## config.mk

```make
export PLATFORM = sky130hd
export DESIGN_NAME = rcsp_device_flat
export DESIGN_NICKNAME = d
export VERILOG_FILES = /design/src/logic/rcsp_pkg.sv /design/src/logic/rcsp_if.sv /design/src/logic/rcsp_sync.sv /design/src/logic/rcsp_device.sv /design/src/flat_wrapper.sv
export VERILOG_INCLUDE_DIRS = /design/src /design/src/logic
export SDC_FILE = /design/constraint.sdc
export NUM_CORES = 1
export LEC_CHECK = 0
export BUFFER_PORTS_ARGS = -buffer_cell sky130_fd_sc_hd__buf_2
export CAP_MARGIN = 40
export CORE_ASPECT_RATIO = 0.9
export CORE_UTILIZATION = 45
export DETAILED_ROUTE_END_ITERATION = 10
export PLACE_DENSITY = 0.65
export REMOVE_ABC_BUFFERS = 1
export SLEW_MARGIN = 5
export SYNTH_ARGS = -nofsm -noshare
export SYNTH_HDL_FRONTEND = slang
export SYNTH_SLANG_ARGS = --single-unit
```

## constraint.sdc

```tcl
create_clock -name ref_clk_i -period 5.5 [get_ports ref_clk_i]
set_clock_uncertainty 0.2 [all_clocks]
set_input_delay 0.825 -clock ref_clk_i [delete_from_list [all_inputs] [get_ports ref_clk_i]]
set_output_delay 0.825 -clock ref_clk_i [all_outputs]
set_load 0.01 [all_outputs]
```

## src/logic/rcsp_regs.svh

```systemverilog
// Purpose: constants for the recorder command/status port
// Assumes: 100 MHz reference clock
// Notes: times kept in their own unit, cycle counts derived
`ifndef RCSP_REGS_SVH
`define RCSP_REGS_SVH
`define RCSP_CLK_MHZ 100
`define RCSP_CMD_ERASE 4'hd
`define RCSP_CMD_LEVEL 4'he
`define RCSP_CMD_IDLE 4'hf
`define RCSP_ST_BUSY 0
`define RCSP_ST_RPM 1
`define RCSP_ST_VWP 2
`define RCSP_ST_NAR 3
`define RCSP_ST_RESET 4'h8
`define RCSP_CMD_BUSY_US 16
`define RCSP_CMD_BUSY_CYC (`RCSP_CMD_BUSY_US * `RCSP_CLK_MHZ)
`define RCSP_RESET_BUSY_US 1000
`define RCSP_RESET_BUSY_CYC (`RCSP_RESET_BUSY_US * `RCSP_CLK_MHZ)
`define RCSP_ERASE_BUSY_US 550000
`define RCSP_ERASE_BUSY_CYC (`RCSP_ERASE_BUSY_US * `RCSP_CLK_MHZ)
`define RCSP_STROBE_CYC 4
`define RCSP_REG_CTRL 32'h0000_0000
`define RCSP_REG_STAT 32'h0000_0004
`define RCSP_REG_IRQ 32'h0000_0008
`define RCSP_REG_MASK 32'h0000_000c
`endif

```

## src/logic/rcsp_pkg.sv

```systemverilog
// Purpose: types for the recorder command/status port
// Assumes: nothing
// Notes: record/playback modes and level encodings
package rcsp_pkg;
  typedef enum logic [2:0] {
    RCSP_MODE_FLEX, RCSP_MODE_ROM_ADDR, RCSP_MODE_DIRECT,
    RCSP_MODE_DIRECT_ROM, RCSP_MODE_EXT
  } rcsp_mode_t;
  typedef enum logic [1:0] {
    RCSP_ATT_0DB, RCSP_ATT_M6DB, RCSP_ATT_M12DB
  } rcsp_atten_t;
  typedef enum logic [1:0] {
    RCSP_RAMP_OFF, RCSP_RAMP_UP, RCSP_RAMP_DOWN
  } rcsp_ramp_t;
endpackage

```

## src/logic/rcsp_if.sv

```systemverilog
// Purpose: nibble port between recorder device and host
// Assumes: one clock domain on the host side
// Notes: data bus resolved from the two enables
`timescale 1ns/1ps
interface rcsp_if;
  logic [3:0] host_d;
  logic host_d_oe;
  logic [3:0] dev_d;
  logic dev_d_oe;
  logic wr_n;
  logic rd_n;
  logic ce_n;
  logic [3:0] stat_pins;
  logic [3:0] d_bus;
  assign d_bus = dev_d_oe ? dev_d : (host_d_oe ? host_d : 4'hf);
  modport dev (input host_d, host_d_oe, wr_n, rd_n, ce_n, d_bus,
    output dev_d, dev_d_oe, stat_pins);
  modport host (input dev_d, dev_d_oe, stat_pins, d_bus,
    output host_d, host_d_oe, wr_n, rd_n, ce_n);
endinterface

```

## src/logic/rcsp_sync.sv

```systemverilog
// Purpose: two-flop synchroniser for pin inputs
// Assumes: destination clock ref_clk_i
// Notes: first stage feeds only the second
`timescale 1ns/1ps
module rcsp_sync #(
  parameter int WIDTH = 1,
  parameter logic [WIDTH-1:0] INIT = '0
) (
  input wire logic ref_clk_i, // clock
  input wire logic resetn_i, // async reset, low
  input wire logic [WIDTH-1:0] d_i, // asynchronous input
  output logic [WIDTH-1:0] q_o // synchronised output
);
  logic [WIDTH-1:0] s1_reg;
  logic [WIDTH-1:0] s2_reg;
  always_ff @(posedge ref_clk_i or negedge resetn_i) begin
    if (!resetn_i) begin
      s1_reg <= INIT;
      s2_reg <= INIT;
    end else begin
      s1_reg <= d_i;
      s2_reg <= s1_reg;
    end
  end
  assign q_o = s2_reg;
endmodule

```

## src/logic/rcsp_device.sv

```systemverilog
// Purpose: recorder command decoder and 4-bit status port
// Assumes: pins asynchronous; reset pin high-active resets the device
// Notes: playback datapath is outside; its status comes in as inputs
// How it works
// level cmd Eh, second nibble sets attenuation/ramp
// voice trigger only in flex/direct modes
// erase all only in flex/direct modes
// four-bit status: accept, wait, active, busy
// read strobe with enable drives status out
// status bits also on dedicated pins
// busy during reset sequence or command processing
// host never writes while busy is high
// host waits busy time or busy pin
// reset pulse raises busy until sequence ends
// active high while recording or playing back
// host sends only permitted commands while active
// reset clears record/play active
// wait/pause while voice-waiting or paused
// accept high permits phrase select; reset sets
// host places nibble, then pulses write low
// erase and idle commands decoded
// read value frozen for whole strobe
//
// Our own choices: the APB interface to the registers and the address map.
`timescale 1ns/1ps
`include "rcsp_regs.svh"
module rcsp_device #(
  parameter int RESET_BUSY_CYC = `RCSP_RESET_BUSY_CYC,
  parameter int ERASE_BUSY_CYC = `RCSP_ERASE_BUSY_CYC,
  parameter int CMD_BUSY_CYC = `RCSP_CMD_BUSY_CYC
) (
  input wire logic ref_clk_i, // 100 MHz clock
  input wire logic resetn_i, // async reset, low
  input wire logic dev_reset_i, // reset pin, high pulse
  rcsp_if.dev port, // nibble port
  input wire rcsp_pkg::rcsp_mode_t mode_i, // record/playback mode
  input wire logic voice_trig_req_i, // voice trigger configured
  input wire logic rec_play_i, // datapath recording/playing
  input wire logic voice_wait_i, // waiting for voice
  input wire logic paused_i, // paused by pause command
  input wire logic phrase_ok_i, // phrase designation allowed
  output logic [3:0] cmd_o, // last first nibble
  output logic cmd_valid_o, // pulse: command taken
  output rcsp_pkg::rcsp_atten_t atten_o, // output attenuation
  output rcsp_pkg::rcsp_ramp_t ramp_o, // dc ramp select
  output logic ramp_go_o, // pulse: start dc ramp
  output logic erase_all_o, // pulse: erase all memory
  output logic voice_trig_en_o // voice trigger in effect
);
  import rcsp_pkg::*;
  typedef enum {RCSP_S_RESET, RCSP_S_IDLE, RCSP_S_LEVEL2,
    RCSP_S_BUSY} rcsp_state_t;
  localparam int CW = 32;

  logic [3:0] d_s;
  logic wr_n_s, rd_n_s, ce_n_s, rst_s;
  rcsp_sync #(.WIDTH(8), .INIT(8'hfe)) u_sync (
    .ref_clk_i(ref_clk_i),
    .resetn_i(resetn_i),
    .d_i({port.d_bus, port.wr_n, port.rd_n, port.ce_n, dev_reset_i}),
    .q_o({d_s, wr_n_s, rd_n_s, ce_n_s, rst_s})
  );

  rcsp_state_t state_reg, state_next;
  logic [CW-1:0] cnt_reg, cnt_next;
  logic wr_d_reg;
  logic [3:0] cmd_reg, cmd_next;
  logic cmd_valid_reg, cmd_valid_next;
  rcsp_atten_t att_reg, att_next;
  rcsp_ramp_t ramp_reg, ramp_next;
  logic ramp_go_reg, ramp_go_next;
  logic erase_reg, erase_next;
  logic [3:0] stat_reg, stat_next;
  logic [3:0] rd_data_reg, rd_data_next;
  logic rd_d_reg;
  logic wr_edge, rd_fall, rd_act, ok_mode;

  // strobe edges from synchronised pins; disabled port ignores both
  assign wr_edge = !wr_n_s && wr_d_reg && !ce_n_s;
  assign rd_act = !rd_n_s && !ce_n_s;
  assign rd_fall = rd_act && rd_d_reg;
  assign ok_mode = (mode_i == RCSP_MODE_FLEX) ||
                   (mode_i == RCSP_MODE_DIRECT);

  always_comb begin
    state_next = state_reg;
    cnt_next = cnt_reg;
    cmd_next = cmd_reg;
    cmd_valid_next = 1'b0;
    att_next = att_reg;
    ramp_next = ramp_reg;
    ramp_go_next = 1'b0;
    erase_next = 1'b0;
    if (rst_s) begin
      state_next = RCSP_S_RESET;
      cnt_next = CW'(RESET_BUSY_CYC);
    end else begin
      case (state_reg)
        RCSP_S_RESET: begin
          if (cnt_reg <= 1) state_next = RCSP_S_IDLE;
          else cnt_next = cnt_reg - 1'b1;
        end
        RCSP_S_IDLE: begin
          if (wr_edge) begin
            cmd_next = d_s;
            cmd_valid_next = 1'b1;
            state_next = RCSP_S_BUSY;
            cnt_next = CW'(CMD_BUSY_CYC);
            case (d_s)
              `RCSP_CMD_LEVEL: state_next = RCSP_S_LEVEL2;
              `RCSP_CMD_ERASE: begin

                if (ok_mode) begin
                  erase_next = 1'b1;
                  cnt_next = CW'(ERASE_BUSY_CYC);
                end
              end
              // idle command only costs the short busy
              default: ;
            endcase
          end
        end
        RCSP_S_LEVEL2: begin
          // first nibble keeps busy too; strobes in that time are lost
          if (cnt_reg != '0) begin
            cnt_next = cnt_reg - 1'b1;
          end else if (wr_edge) begin
            // 00/01 both give 0 dB, ramp 0x is off
            case (d_s[3:2])
              2'b10: att_next = RCSP_ATT_M6DB;
              2'b11: att_next = RCSP_ATT_M12DB;
              default: att_next = RCSP_ATT_0DB;
            endcase
            case (d_s[1:0])
              2'b10: ramp_next = RCSP_RAMP_UP;
              2'b11: ramp_next = RCSP_RAMP_DOWN;
              default: ramp_next = RCSP_RAMP_OFF;
            endcase
            ramp_go_next = d_s[1];
            state_next = RCSP_S_BUSY;
            cnt_next = CW'(CMD_BUSY_CYC);
          end
        end
        RCSP_S_BUSY: begin
          if (cnt_reg <= 1) state_next = RCSP_S_IDLE;
          else cnt_next = cnt_reg - 1'b1;
        end
        default: state_next = RCSP_S_IDLE;
      endcase
    end
  end

  always_comb begin
    stat_next[`RCSP_ST_BUSY] = (state_next == RCSP_S_RESET) ||
                               (state_next == RCSP_S_BUSY) ||
                               (state_next == RCSP_S_LEVEL2 &&
                                cnt_next != '0);
    if (state_next == RCSP_S_RESET) begin
      stat_next[`RCSP_ST_RPM] = 1'b0;
      stat_next[`RCSP_ST_VWP] = 1'b0;
      stat_next[`RCSP_ST_NAR] = 1'b1;
    end else begin
      stat_next[`RCSP_ST_RPM] = rec_play_i;
      stat_next[`RCSP_ST_VWP] = voice_wait_i || paused_i;
      stat_next[`RCSP_ST_NAR] = phrase_ok_i;
    end
    // capture on the falling strobe only
    rd_data_next = rd_fall ? stat_reg : rd_data_reg;
  end

  always_ff @(posedge ref_clk_i or negedge resetn_i) begin
    if (!resetn_i) begin
      state_reg <= RCSP_S_RESET;
      cnt_reg <= CW'(RESET_BUSY_CYC);
      wr_d_reg <= 1'b1;
      rd_d_reg <= 1'b1;
      cmd_reg <= 4'h0;
      cmd_valid_reg <= 1'b0;
      att_reg <= RCSP_ATT_0DB;
      ramp_reg <= RCSP_RAMP_OFF;
      ramp_go_reg <= 1'b0;
      erase_reg <= 1'b0;
      stat_reg <= `RCSP_ST_RESET;
      rd_data_reg <= 4'h0;
    end else begin
      state_reg <= state_next;
      cnt_reg <= cnt_next;
      wr_d_reg <= wr_n_s;
      rd_d_reg <= !rd_act;
      cmd_reg <= cmd_next;
      cmd_valid_reg <= cmd_valid_next;
      att_reg <= att_next;
      ramp_reg <= ramp_next;
      ramp_go_reg <= ramp_go_next;
      erase_reg <= erase_next;
      stat_reg <= stat_next;
      rd_data_reg <= rd_data_next;
    end
  end

  assign port.dev_d = rd_data_reg;
  // enable lags capture by design: data reg is loaded on rd_fall
  assign port.dev_d_oe = rd_act && !rd_d_reg;
  assign port.stat_pins = stat_reg;
  assign cmd_o = cmd_reg;
  assign cmd_valid_o = cmd_valid_reg;
  assign atten_o = att_reg;
  assign ramp_o = ramp_reg;
  assign ramp_go_o = ramp_go_reg;
  assign erase_all_o = erase_reg;
  assign voice_trig_en_o = voice_trig_req_i && ok_mode;
endmodule

```

## src/flat_wrapper.sv

```systemverilog
// flat-port wrapper written by rule: the top's interface ports become plain ports
module rcsp_device_flat import rcsp_pkg::*;
#(
  parameter int RESET_BUSY_CYC = `RCSP_RESET_BUSY_CYC,
  parameter int ERASE_BUSY_CYC = `RCSP_ERASE_BUSY_CYC,
  parameter int CMD_BUSY_CYC = `RCSP_CMD_BUSY_CYC
)
  (ref_clk_i, resetn_i, dev_reset_i, mode_i, voice_trig_req_i, rec_play_i, voice_wait_i, paused_i, phrase_ok_i, cmd_o, cmd_valid_o, atten_o, ramp_o, ramp_go_o, erase_all_o, voice_trig_en_o, port_host_d, port_host_d_oe, port_wr_n, port_rd_n, port_ce_n, port_dev_d, port_dev_d_oe, port_stat_pins);
  rcsp_if port_i ();
  input wire logic ref_clk_i;
  input wire logic resetn_i;
  input wire logic dev_reset_i;
  input wire rcsp_pkg::rcsp_mode_t mode_i;
  input wire logic voice_trig_req_i;
  input wire logic rec_play_i;
  input wire logic voice_wait_i;
  input wire logic paused_i;
  input wire logic phrase_ok_i;
  output logic [3:0] cmd_o;
  output logic cmd_valid_o;
  output rcsp_pkg::rcsp_atten_t atten_o;
  output rcsp_pkg::rcsp_ramp_t ramp_o;
  output logic ramp_go_o;
  output logic erase_all_o;
  output logic voice_trig_en_o;
  input wire logic [$bits(port_i.host_d)-1:0] port_host_d;
  input wire logic [$bits(port_i.host_d_oe)-1:0] port_host_d_oe;
  input wire logic [$bits(port_i.wr_n)-1:0] port_wr_n;
  input wire logic [$bits(port_i.rd_n)-1:0] port_rd_n;
  input wire logic [$bits(port_i.ce_n)-1:0] port_ce_n;
  output wire logic [$bits(port_i.dev_d)-1:0] port_dev_d;
  output wire logic [$bits(port_i.dev_d_oe)-1:0] port_dev_d_oe;
  output wire logic [$bits(port_i.stat_pins)-1:0] port_stat_pins;
  assign port_i.host_d = port_host_d;
  assign port_i.host_d_oe = port_host_d_oe;
  assign port_i.wr_n = port_wr_n;
  assign port_i.rd_n = port_rd_n;
  assign port_i.ce_n = port_ce_n;
  assign port_dev_d = port_i.dev_d;
  assign port_dev_d_oe = port_i.dev_d_oe;
  assign port_stat_pins = port_i.stat_pins;
  rcsp_device #(.RESET_BUSY_CYC(RESET_BUSY_CYC), .ERASE_BUSY_CYC(ERASE_BUSY_CYC), .CMD_BUSY_CYC(CMD_BUSY_CYC)) u_core (.ref_clk_i(ref_clk_i), .resetn_i(resetn_i), .dev_reset_i(dev_reset_i), .port(port_i), .mode_i(mode_i), .voice_trig_req_i(voice_trig_req_i), .rec_play_i(rec_play_i), .voice_wait_i(voice_wait_i), .paused_i(paused_i), .phrase_ok_i(phrase_ok_i), .cmd_o(cmd_o), .cmd_valid_o(cmd_valid_o), .atten_o(atten_o), .ramp_o(ramp_o), .ramp_go_o(ramp_go_o), .erase_all_o(erase_all_o), .voice_trig_en_o(voice_trig_en_o));
endmodule
```

==> impl_results.md, run 1 <==
* Cell Pwr Density at 267 mW/mm²
* Non-Filler Instances at 653
* CP Capture Point: u_core.port.stat_pins[0]
* Worst-path fanout max at 6
* Minimum clock period at 4.56 ns
* Yosys top cell area share at 41.6%
* Arr. time, crit path at 4.55 ns
* Max Slew Vio Count at 0
* Slew HR at 36.5%
* Crit start category: flip-flop
* Worst-Margin Slew at 0.944 ns
* HPWL Detailed at 8.37 mm
* Fin util at 54.5%
* Buffers on Ports at 38
* Fill count at 901
* Post-CTS sizing at 0
* Postcts setup bufs at 0
* Reg2reg end: u_core.port.stat_pins[0]
* FF-to-FF Start: u_core.cnt_reg[12]
* Synthesis Warnings at 0
* Initial Util at 47.3%
* Initial antenna violation count at 0
* Via count at 3904
* TritonRoute pass-1 iters at 5
* Comb pwr share at 4.9%
* P_sw at 0.331 mW
* Synthesized instance count at 457
* Setup_tns at 0 ns
* Final Net Count at 543
* Ys flop type: dfrtp_1
* Global-route wire length before repair at 19.1 mm
* Largest cells by area after synthesis: dfrtp_1 42%, dfstp_2 13%, nor2_1 3.5%
* Reg power frac at 54.6%
* GRT Resource Usage Total at 23.5%
* Row count at 34
* Setup crit end kind: flip-flop
* RSZ-0062 raised after global routing: no
* Placer Congestion at 0.906
* Leak at 2.33 nW
* Post-route ant nets at 0
* Area Overhead vs Synth at 15.1%
* CTS tree: done
* Final Hold Viols at 0
* Synth unique cells at 71
* Crit path kind: reg -> reg
* Final setup fails at 0
* Root Driver: clkbuf_16
* Yosys top cell by area: dfrtp_1
* Seq/Total Area, Yosys at 54.5%
* Core footprint at 0.00991 mm²
* CTS H-tree lvls at 3
* FMAX at 219 MHz
* Worst-case reg-to-reg path depth at 9
* Drt first-iter violations at 387
* Status: finished clean
* Mapped cell area at 0.00469 mm²
* FF+latch count, synth at 101
* Sw Ratio at 23.0%
* Layout cells sized above 1 at 20.5%
* EDFF count, synth at 0
* Via density at 5.98
* DRC Markers at 0
* Hold_ws at 0.152 ns
* Total wire length at 11.7 mm
* Avg Inst Size Synth at 10.3 µm²
* HP Class: reg -> reg
* Clk pwr share at 40.5%
* # diodes at 0
* Top post-synthesis cells by count: 78 x dfrtp_1, 44 x nor2_1, 33 x nand2_1
* Final Cycle Share at 83.0%
* I/O pin total at 40
* Dpl cells at 637
* CP required at 5.48 ns
* Vias in the first global route at 3707
* Die Wd at 110 µm
* Overall die area at 0.0108 mm²
* Drt wl/cell at 17.9 µm
* Internal Dissipation at 1.11 mW
* Global route total overflow at 0
* CP startpoint: u_core.cnt_reg[12]
* Reg clk slew, reported paths at 0.07 ns
* Vert. Die Dim at 98.9 µm
* CTS Hold Buffers Added at 0
* Post-synthesis async set-or-reset flop share at 100%
* Clk sinks at 101
* R2R setup slack at 0.94 ns
* Worst-Skew Late Latency at 0.35 ns
* Num CTS Buffers at 9
* Count leader, synth: dfrtp_1
* Largest net degree at the start of global routing at 59
* Max Cap Viol at 0
* Peak supply drop at 0.196 mV
* CTS Buffer Depth at 2
[power groups by stage]
stage	Combinational [mW]	Clock [mW]	Sequential [mW]
floorplan	0.0259	0	0.803
global placement	0.0702	0	0.800
detailed placement	0.0704	0	0.801
CTS	0.0706	0.597	0.787
global route	0.0793	0.624	0.791
finish	0.0704	0.583	0.787
[area by class of cell]
class | instances | area [µm²] | area share [%]
flip-flops and latches | 101 | 2560 | 47.3
multi-input cells | 351 | 2110 | 39.1
repair buffers | 45 | 245 | 4.54
clock buffers | 10 | 229 | 4.24
well taps | 126 | 158 | 2.92
inverters | 14 | 52.6 | 0.973
clock inverters | 6 | 48.8 | 0.904
[through the flow]
step	setup slack [ns]	power, mW	cell area (µm²)
6_report	0.937	1.44	5400
5_1_grt	0.711	1.49	5400
3_5_place_dp	1.07	0.872	5120
2_1_floorplan	1.58	0.829	4720
4_1_cts	1.04	1.45	5400
3_3_place_gp	1.10	0.870	5120
[layer usage]
layer / wire, µm / part of all wire [%] / global-route usage [%] / vias up
met3: 1150 / 9.8 / 6.28 / 29
met2: 4980 / 43 / 33.3 / 195
li1: - / - / - / 1800
met5: 0 / 0 / 0 / -
met1: 5310 / 45 / 34.7 / 1880
met4: 243 / 2.1 / 8.21 / 0
[cells in the final DEF, fill, tap and decap left out, drive strengths merged, types with 4 or more instances in the layout]
cell type  synthesis  routed
a21oi             18      18
and3               4       4
dfrtp             78      78
inv               14      15
nand2             33      33
conb               1      30
or3                8       8
clkinv             0       5
nand2b             6       6
or4               10      10
o22ai              4       4
a31oi             10      10
o21ai             24      24
nand3             11      11
clkbuf            18      10
nand4             10      10
nor3              27      27
nor2              44      44
buf                2      45
or2                4       4
mux2i              4       4
nor3b              4       4
nor4              19      19
dfstp             23      23
a211oi             4       4
o31ai              5       5
and2               5       5
mux2               8       8
[worst min path at each step]
stage	start	endpoint	slack, ns	cells after the start
4_1_cts	u_core.u_sync.s1_reg[0]	u_core.u_sync.q_o[0]	0.15	0
2_1_floorplan	u_core.u_sync.s1_reg[0]	u_core.u_sync.q_o[0]	0.13	0
3_3_place_gp	u_core.u_sync.s1_reg[0]	u_core.u_sync.q_o[0]	0.14	0
3_5_place_dp	u_core.u_sync.s1_reg[0]	u_core.u_sync.q_o[0]	0.14	0
5_1_grt	u_core.u_sync.s1_reg[7]	u_core.u_sync.q_o[7]	0.16	0
6_report	u_core.u_sync.s1_reg[0]	u_core.u_sync.q_o[0]	0.15	0
[critical path: stages, from the launching register on]
cell	delay (ns)
dfrtp_1	0.40
nor4_1	0.83
nand2_1	0.40
or4_1	0.63
a31oi_1	0.57
o21ai_0	0.22
a31o_2	0.29
nand4bb_1	0.19
a2111oi_2	0.49
a31oi_1	0.19
[cells by family (layout without fill, tap and decap cells)]
logic type | Yosys count | count (layout) | share of synthesized area (%)
compound gates | 104 | 104 | 15.7
xor+xnor | 5 | 5 | 0.934
fa+ha+maj | 2 | 2 | 0.533
buf+inv | 34 | 75 | 2.88
flops | 101 | 101 | 54.5
mux | 12 | 12 | 2.77
other cells | 1 | 30 | 0.0799
simple gates | 198 | 198 | 22.6
No activity file was read; power rests on OpenSTA's default activity.
==> run 2: changes to the inputs <==
PLACE_DENSITY = 0.67   (was 0.65)
clock period = 3.7 ns   (was 5.5 ns; I/O delays follow)
==> run 2 against run 1 <==
The run now ends with negative setup slack left. Total power is 57% higher. Sequential power is 49% higher. Clock power is 68% higher. Sequential cell count stayed put. Die area stayed put. Combinational power is 63% higher. Cell count is 13% higher. Wire length is 14% higher. Setup slack worse by 1.1 ns. Fmax is 20% higher. Design area is 15% higher. Non-clock buffer count is 87 higher. Largest cell class unchanged. Largest power group unchanged. Highest routed layer unchanged.
==> impl_results.md, run 2 (synthesis gave the netlist of run 1 again) <==
* Status: finished, violations left
* Failing checks: negative setup slack
* DRC Markers at 0 (unchanged)
* Total wire length at 13.3 mm (+14%)
* Initial Util at 47.3% (unchanged)
* HPWL Detailed at 9.77 mm (+17%)
* I/O pin total at 40 (unchanged)
* Cell Pwr Density at 366 mW/mm² (+37%)
* RSZ-0062 raised after global routing: yes
* Root Driver: clkbuf_16
* HP Class: in -> async
* Global-route wire length before repair at 21.7 mm (+13%)
* Final setup margin at -0.116 ns (-1.05 ns)
* Worst-Margin Slew at 0.686 ns (-0.258 ns)
* Post-route ant nets at 0 (unchanged)
* Max Cap Viol at 0 (unchanged)
* Buffers on Ports at 38 (unchanged)
* Vert. Die Dim at 98.9 µm (unchanged)
* Critical Path Max Stage Delay at 0.60 ns (-0.23 ns)
* Fin util at 62.4% (+7.9 points)
* Placer Congestion at 0.957 (+5.6%)
* Vias in the first global route at 4269 (+15%)
* Layout cells sized above 1 at 34.4% (+14 points)
* Crit start category: flip-flop
* Setup crit end kind: flip-flop
* Die Wd at 110 µm (unchanged)
* Setup_tns at -0.116 ns (-0.116 ns)
* Hold_ws at 0.0316 ns (-0.121 ns)
* Sw Ratio at 25.5% (+2.5 points)
* FMAX at 262 MHz (+20%)
* Clk pwr share at 43.3% (+2.8 points)
* WP buf/inv at 0 (unchanged)
* Minimum clock period at 3.82 ns (-0.747 ns)
* CTS Buffer Depth at 2 (unchanged)
* Global route total overflow at 0 (unchanged)
* Overall die area at 0.0108 mm² (unchanged)
* Final Hold Viols at 0 (unchanged)
* Leak at 2.78 nW (+20%)
* Reg power frac at 51.6% (-3.0 points)
* Fin area at 0.00618 mm² (+15%)
* Max Slew Vio Count at 0 (unchanged)
* Num CTS Buffers at 9 (unchanged)
* Via density at 5.73 (-4.2%)
* Post-DP Area at 0.00574 mm² (+12%)
* TritonRoute pass-1 iters at 6 (+1)
* Worst-path fanout max at 5 (-1)
* Largest net degree at the start of global routing at 56 (-5.1%)
* Crit path kind: reg -> reg
* CP required at 3.72 ns (-1.76 ns)
* Final setup fails at 1 (+1)
* P_sw at 0.577 mW (+74%)
* Internal Dissipation at 1.69 mW (+52%)
* Core footprint at 0.00991 mm² (unchanged)
* Final Net Count at 630 (+16%)
* Worst-case reg-to-reg path depth at 8 (-1)
* Crit-path cells: or4_4, or4b_4, o41a_1, a22o_1, a221oi_2, or3b_4, a2111oi_4, a31oi_1
* Worst-Skew Late Latency at 0.36 ns (about the same)
* Fill count at 834 (-7.4%)
* Overall power at 2.27 mW (+57%)
* Arr. time, crit path at 3.84 ns (-0.71 ns)
* Peak supply drop at 0.295 mV (+50%)
* Final Cycle Share at 103% (+20 points)
* CP max-delay cell: or4b_4
* Slew HR at 53.9% (+17 points)
* Area Overhead vs Synth at 31.8%
* Comb pwr share at 5.1% (+0.2 points)
* Via count at 4238 (+8.6%)
* Commonest cells after routing, fill and taps aside: 93 x buf_4, 78 x dfrtp_1, 43 x nor2_1, 37 x buf_2, 33 x nand2_1
* CTS Hold Buffers Added at 0 (unchanged)
* Crit-path leading delay family: simple AND/OR/NAND/NOR gates
* Initial antenna violation count at 0 (unchanged)
* # diodes at 0 (unchanged)
* Crit path depth at 8 (-1)
* Drt wl/cell at 18.0 µm (+0.81%)
* CTS tree: done
* Row count at 34 (unchanged)
* Reg clk slew, reported paths at 0.08 ns (about the same)
* GRT Resource Usage Total at 27.0% (+3.4 points)
* Clk sinks at 101 (unchanged)
* Most common cell after layout, fill and taps aside: buf_4
* Drt first-iter violations at 425 (+9.8%)
* CTS H-tree lvls at 3 (unchanged)
## run 2: metrics by stage
stage | std cells | setup WS, ns
2_1_floorplan | 466 | -0.225
3_3_place_gp | 720 | -0.255
3_5_place_dp | 720 | -0.262
4_1_cts | 740 | -0.0480
5_1_grt | 740 | -0.196
6_report | 740 | -0.116
## run 2: area by class of cell
cell class	instances	area (µm²)	share of cell area [%]
clock buffers	9	225	3.64
clock inverters	7	96.3	1.56
inverters	14	52.6	0.850
multi-input cells	351	2190	35.4
flip-flops and latches	101	2560	41.3
well taps	126	158	2.55
repair buffers	132	906	14.6
## run 2: layer usage
layer / share of wire, % / global-route usage [%] / vias to the layer above
met5: 0 / 0 / -
met4: 2.5 / 9.23 / 0
met3: 8.4 / 7.34 / 34
met2: 45 / 41.1 / 180
met1: 44 / 37.0 / 2049
li1: - / - / 1975
## run 2: worst register-to-register path: stages (launching register included)
cell and delay, ns:
dfrtp_1 0.38, or4_4 0.54, or4b_4 0.60, o41a_1 0.44, a22o_1 0.28, a221oi_2 0.28, or3b_4 0.42, a2111oi_4 0.39
a31oi_1 0.15
## run 2: power groups by stage
stage / combinational, mW / sequential [mW] / clock (mW)
finish: 0.115 / 1.17 / 0.981
global route: 0.128 / 1.18 / 1.05
CTS: 0.114 / 1.17 / 0.996
detailed placement: 0.113 / 1.19 / 0
global placement: 0.111 / 1.19 / 0
floorplan: 0.0385 / 1.19 / 0
## run 2: final timing paths
| check | from | to | slack (ns) |
|---|---|---|---|
| max reg2reg | u_core.cnt_reg[21] | u_core.port.stat_pins[0] | -0.12 |
| max | u_core.cnt_reg[21] | u_core.port.stat_pins[0] | -0.12 |
| min in group ref_clk_i | port_ce_n | u_core.u_sync.s1_reg[1] | 0.09 |
| min reg2reg | u_core.u_sync.s1_reg[0] | u_core.u_sync.q_o[0] | 0.15 |
| max in group asynchronous | resetn_i | u_core.cnt_reg[7] | 2.44 |
| min | resetn_i | u_core.cnt_reg[31] | 0.03 |
## run 2: what timing repair did
item	in CTS	in global routing
endpoints found under the hold margin	0	0
pin swaps	15	1
endpoints found under the setup margin	1	1
resized for setup	16	5
setup buffers	4	0
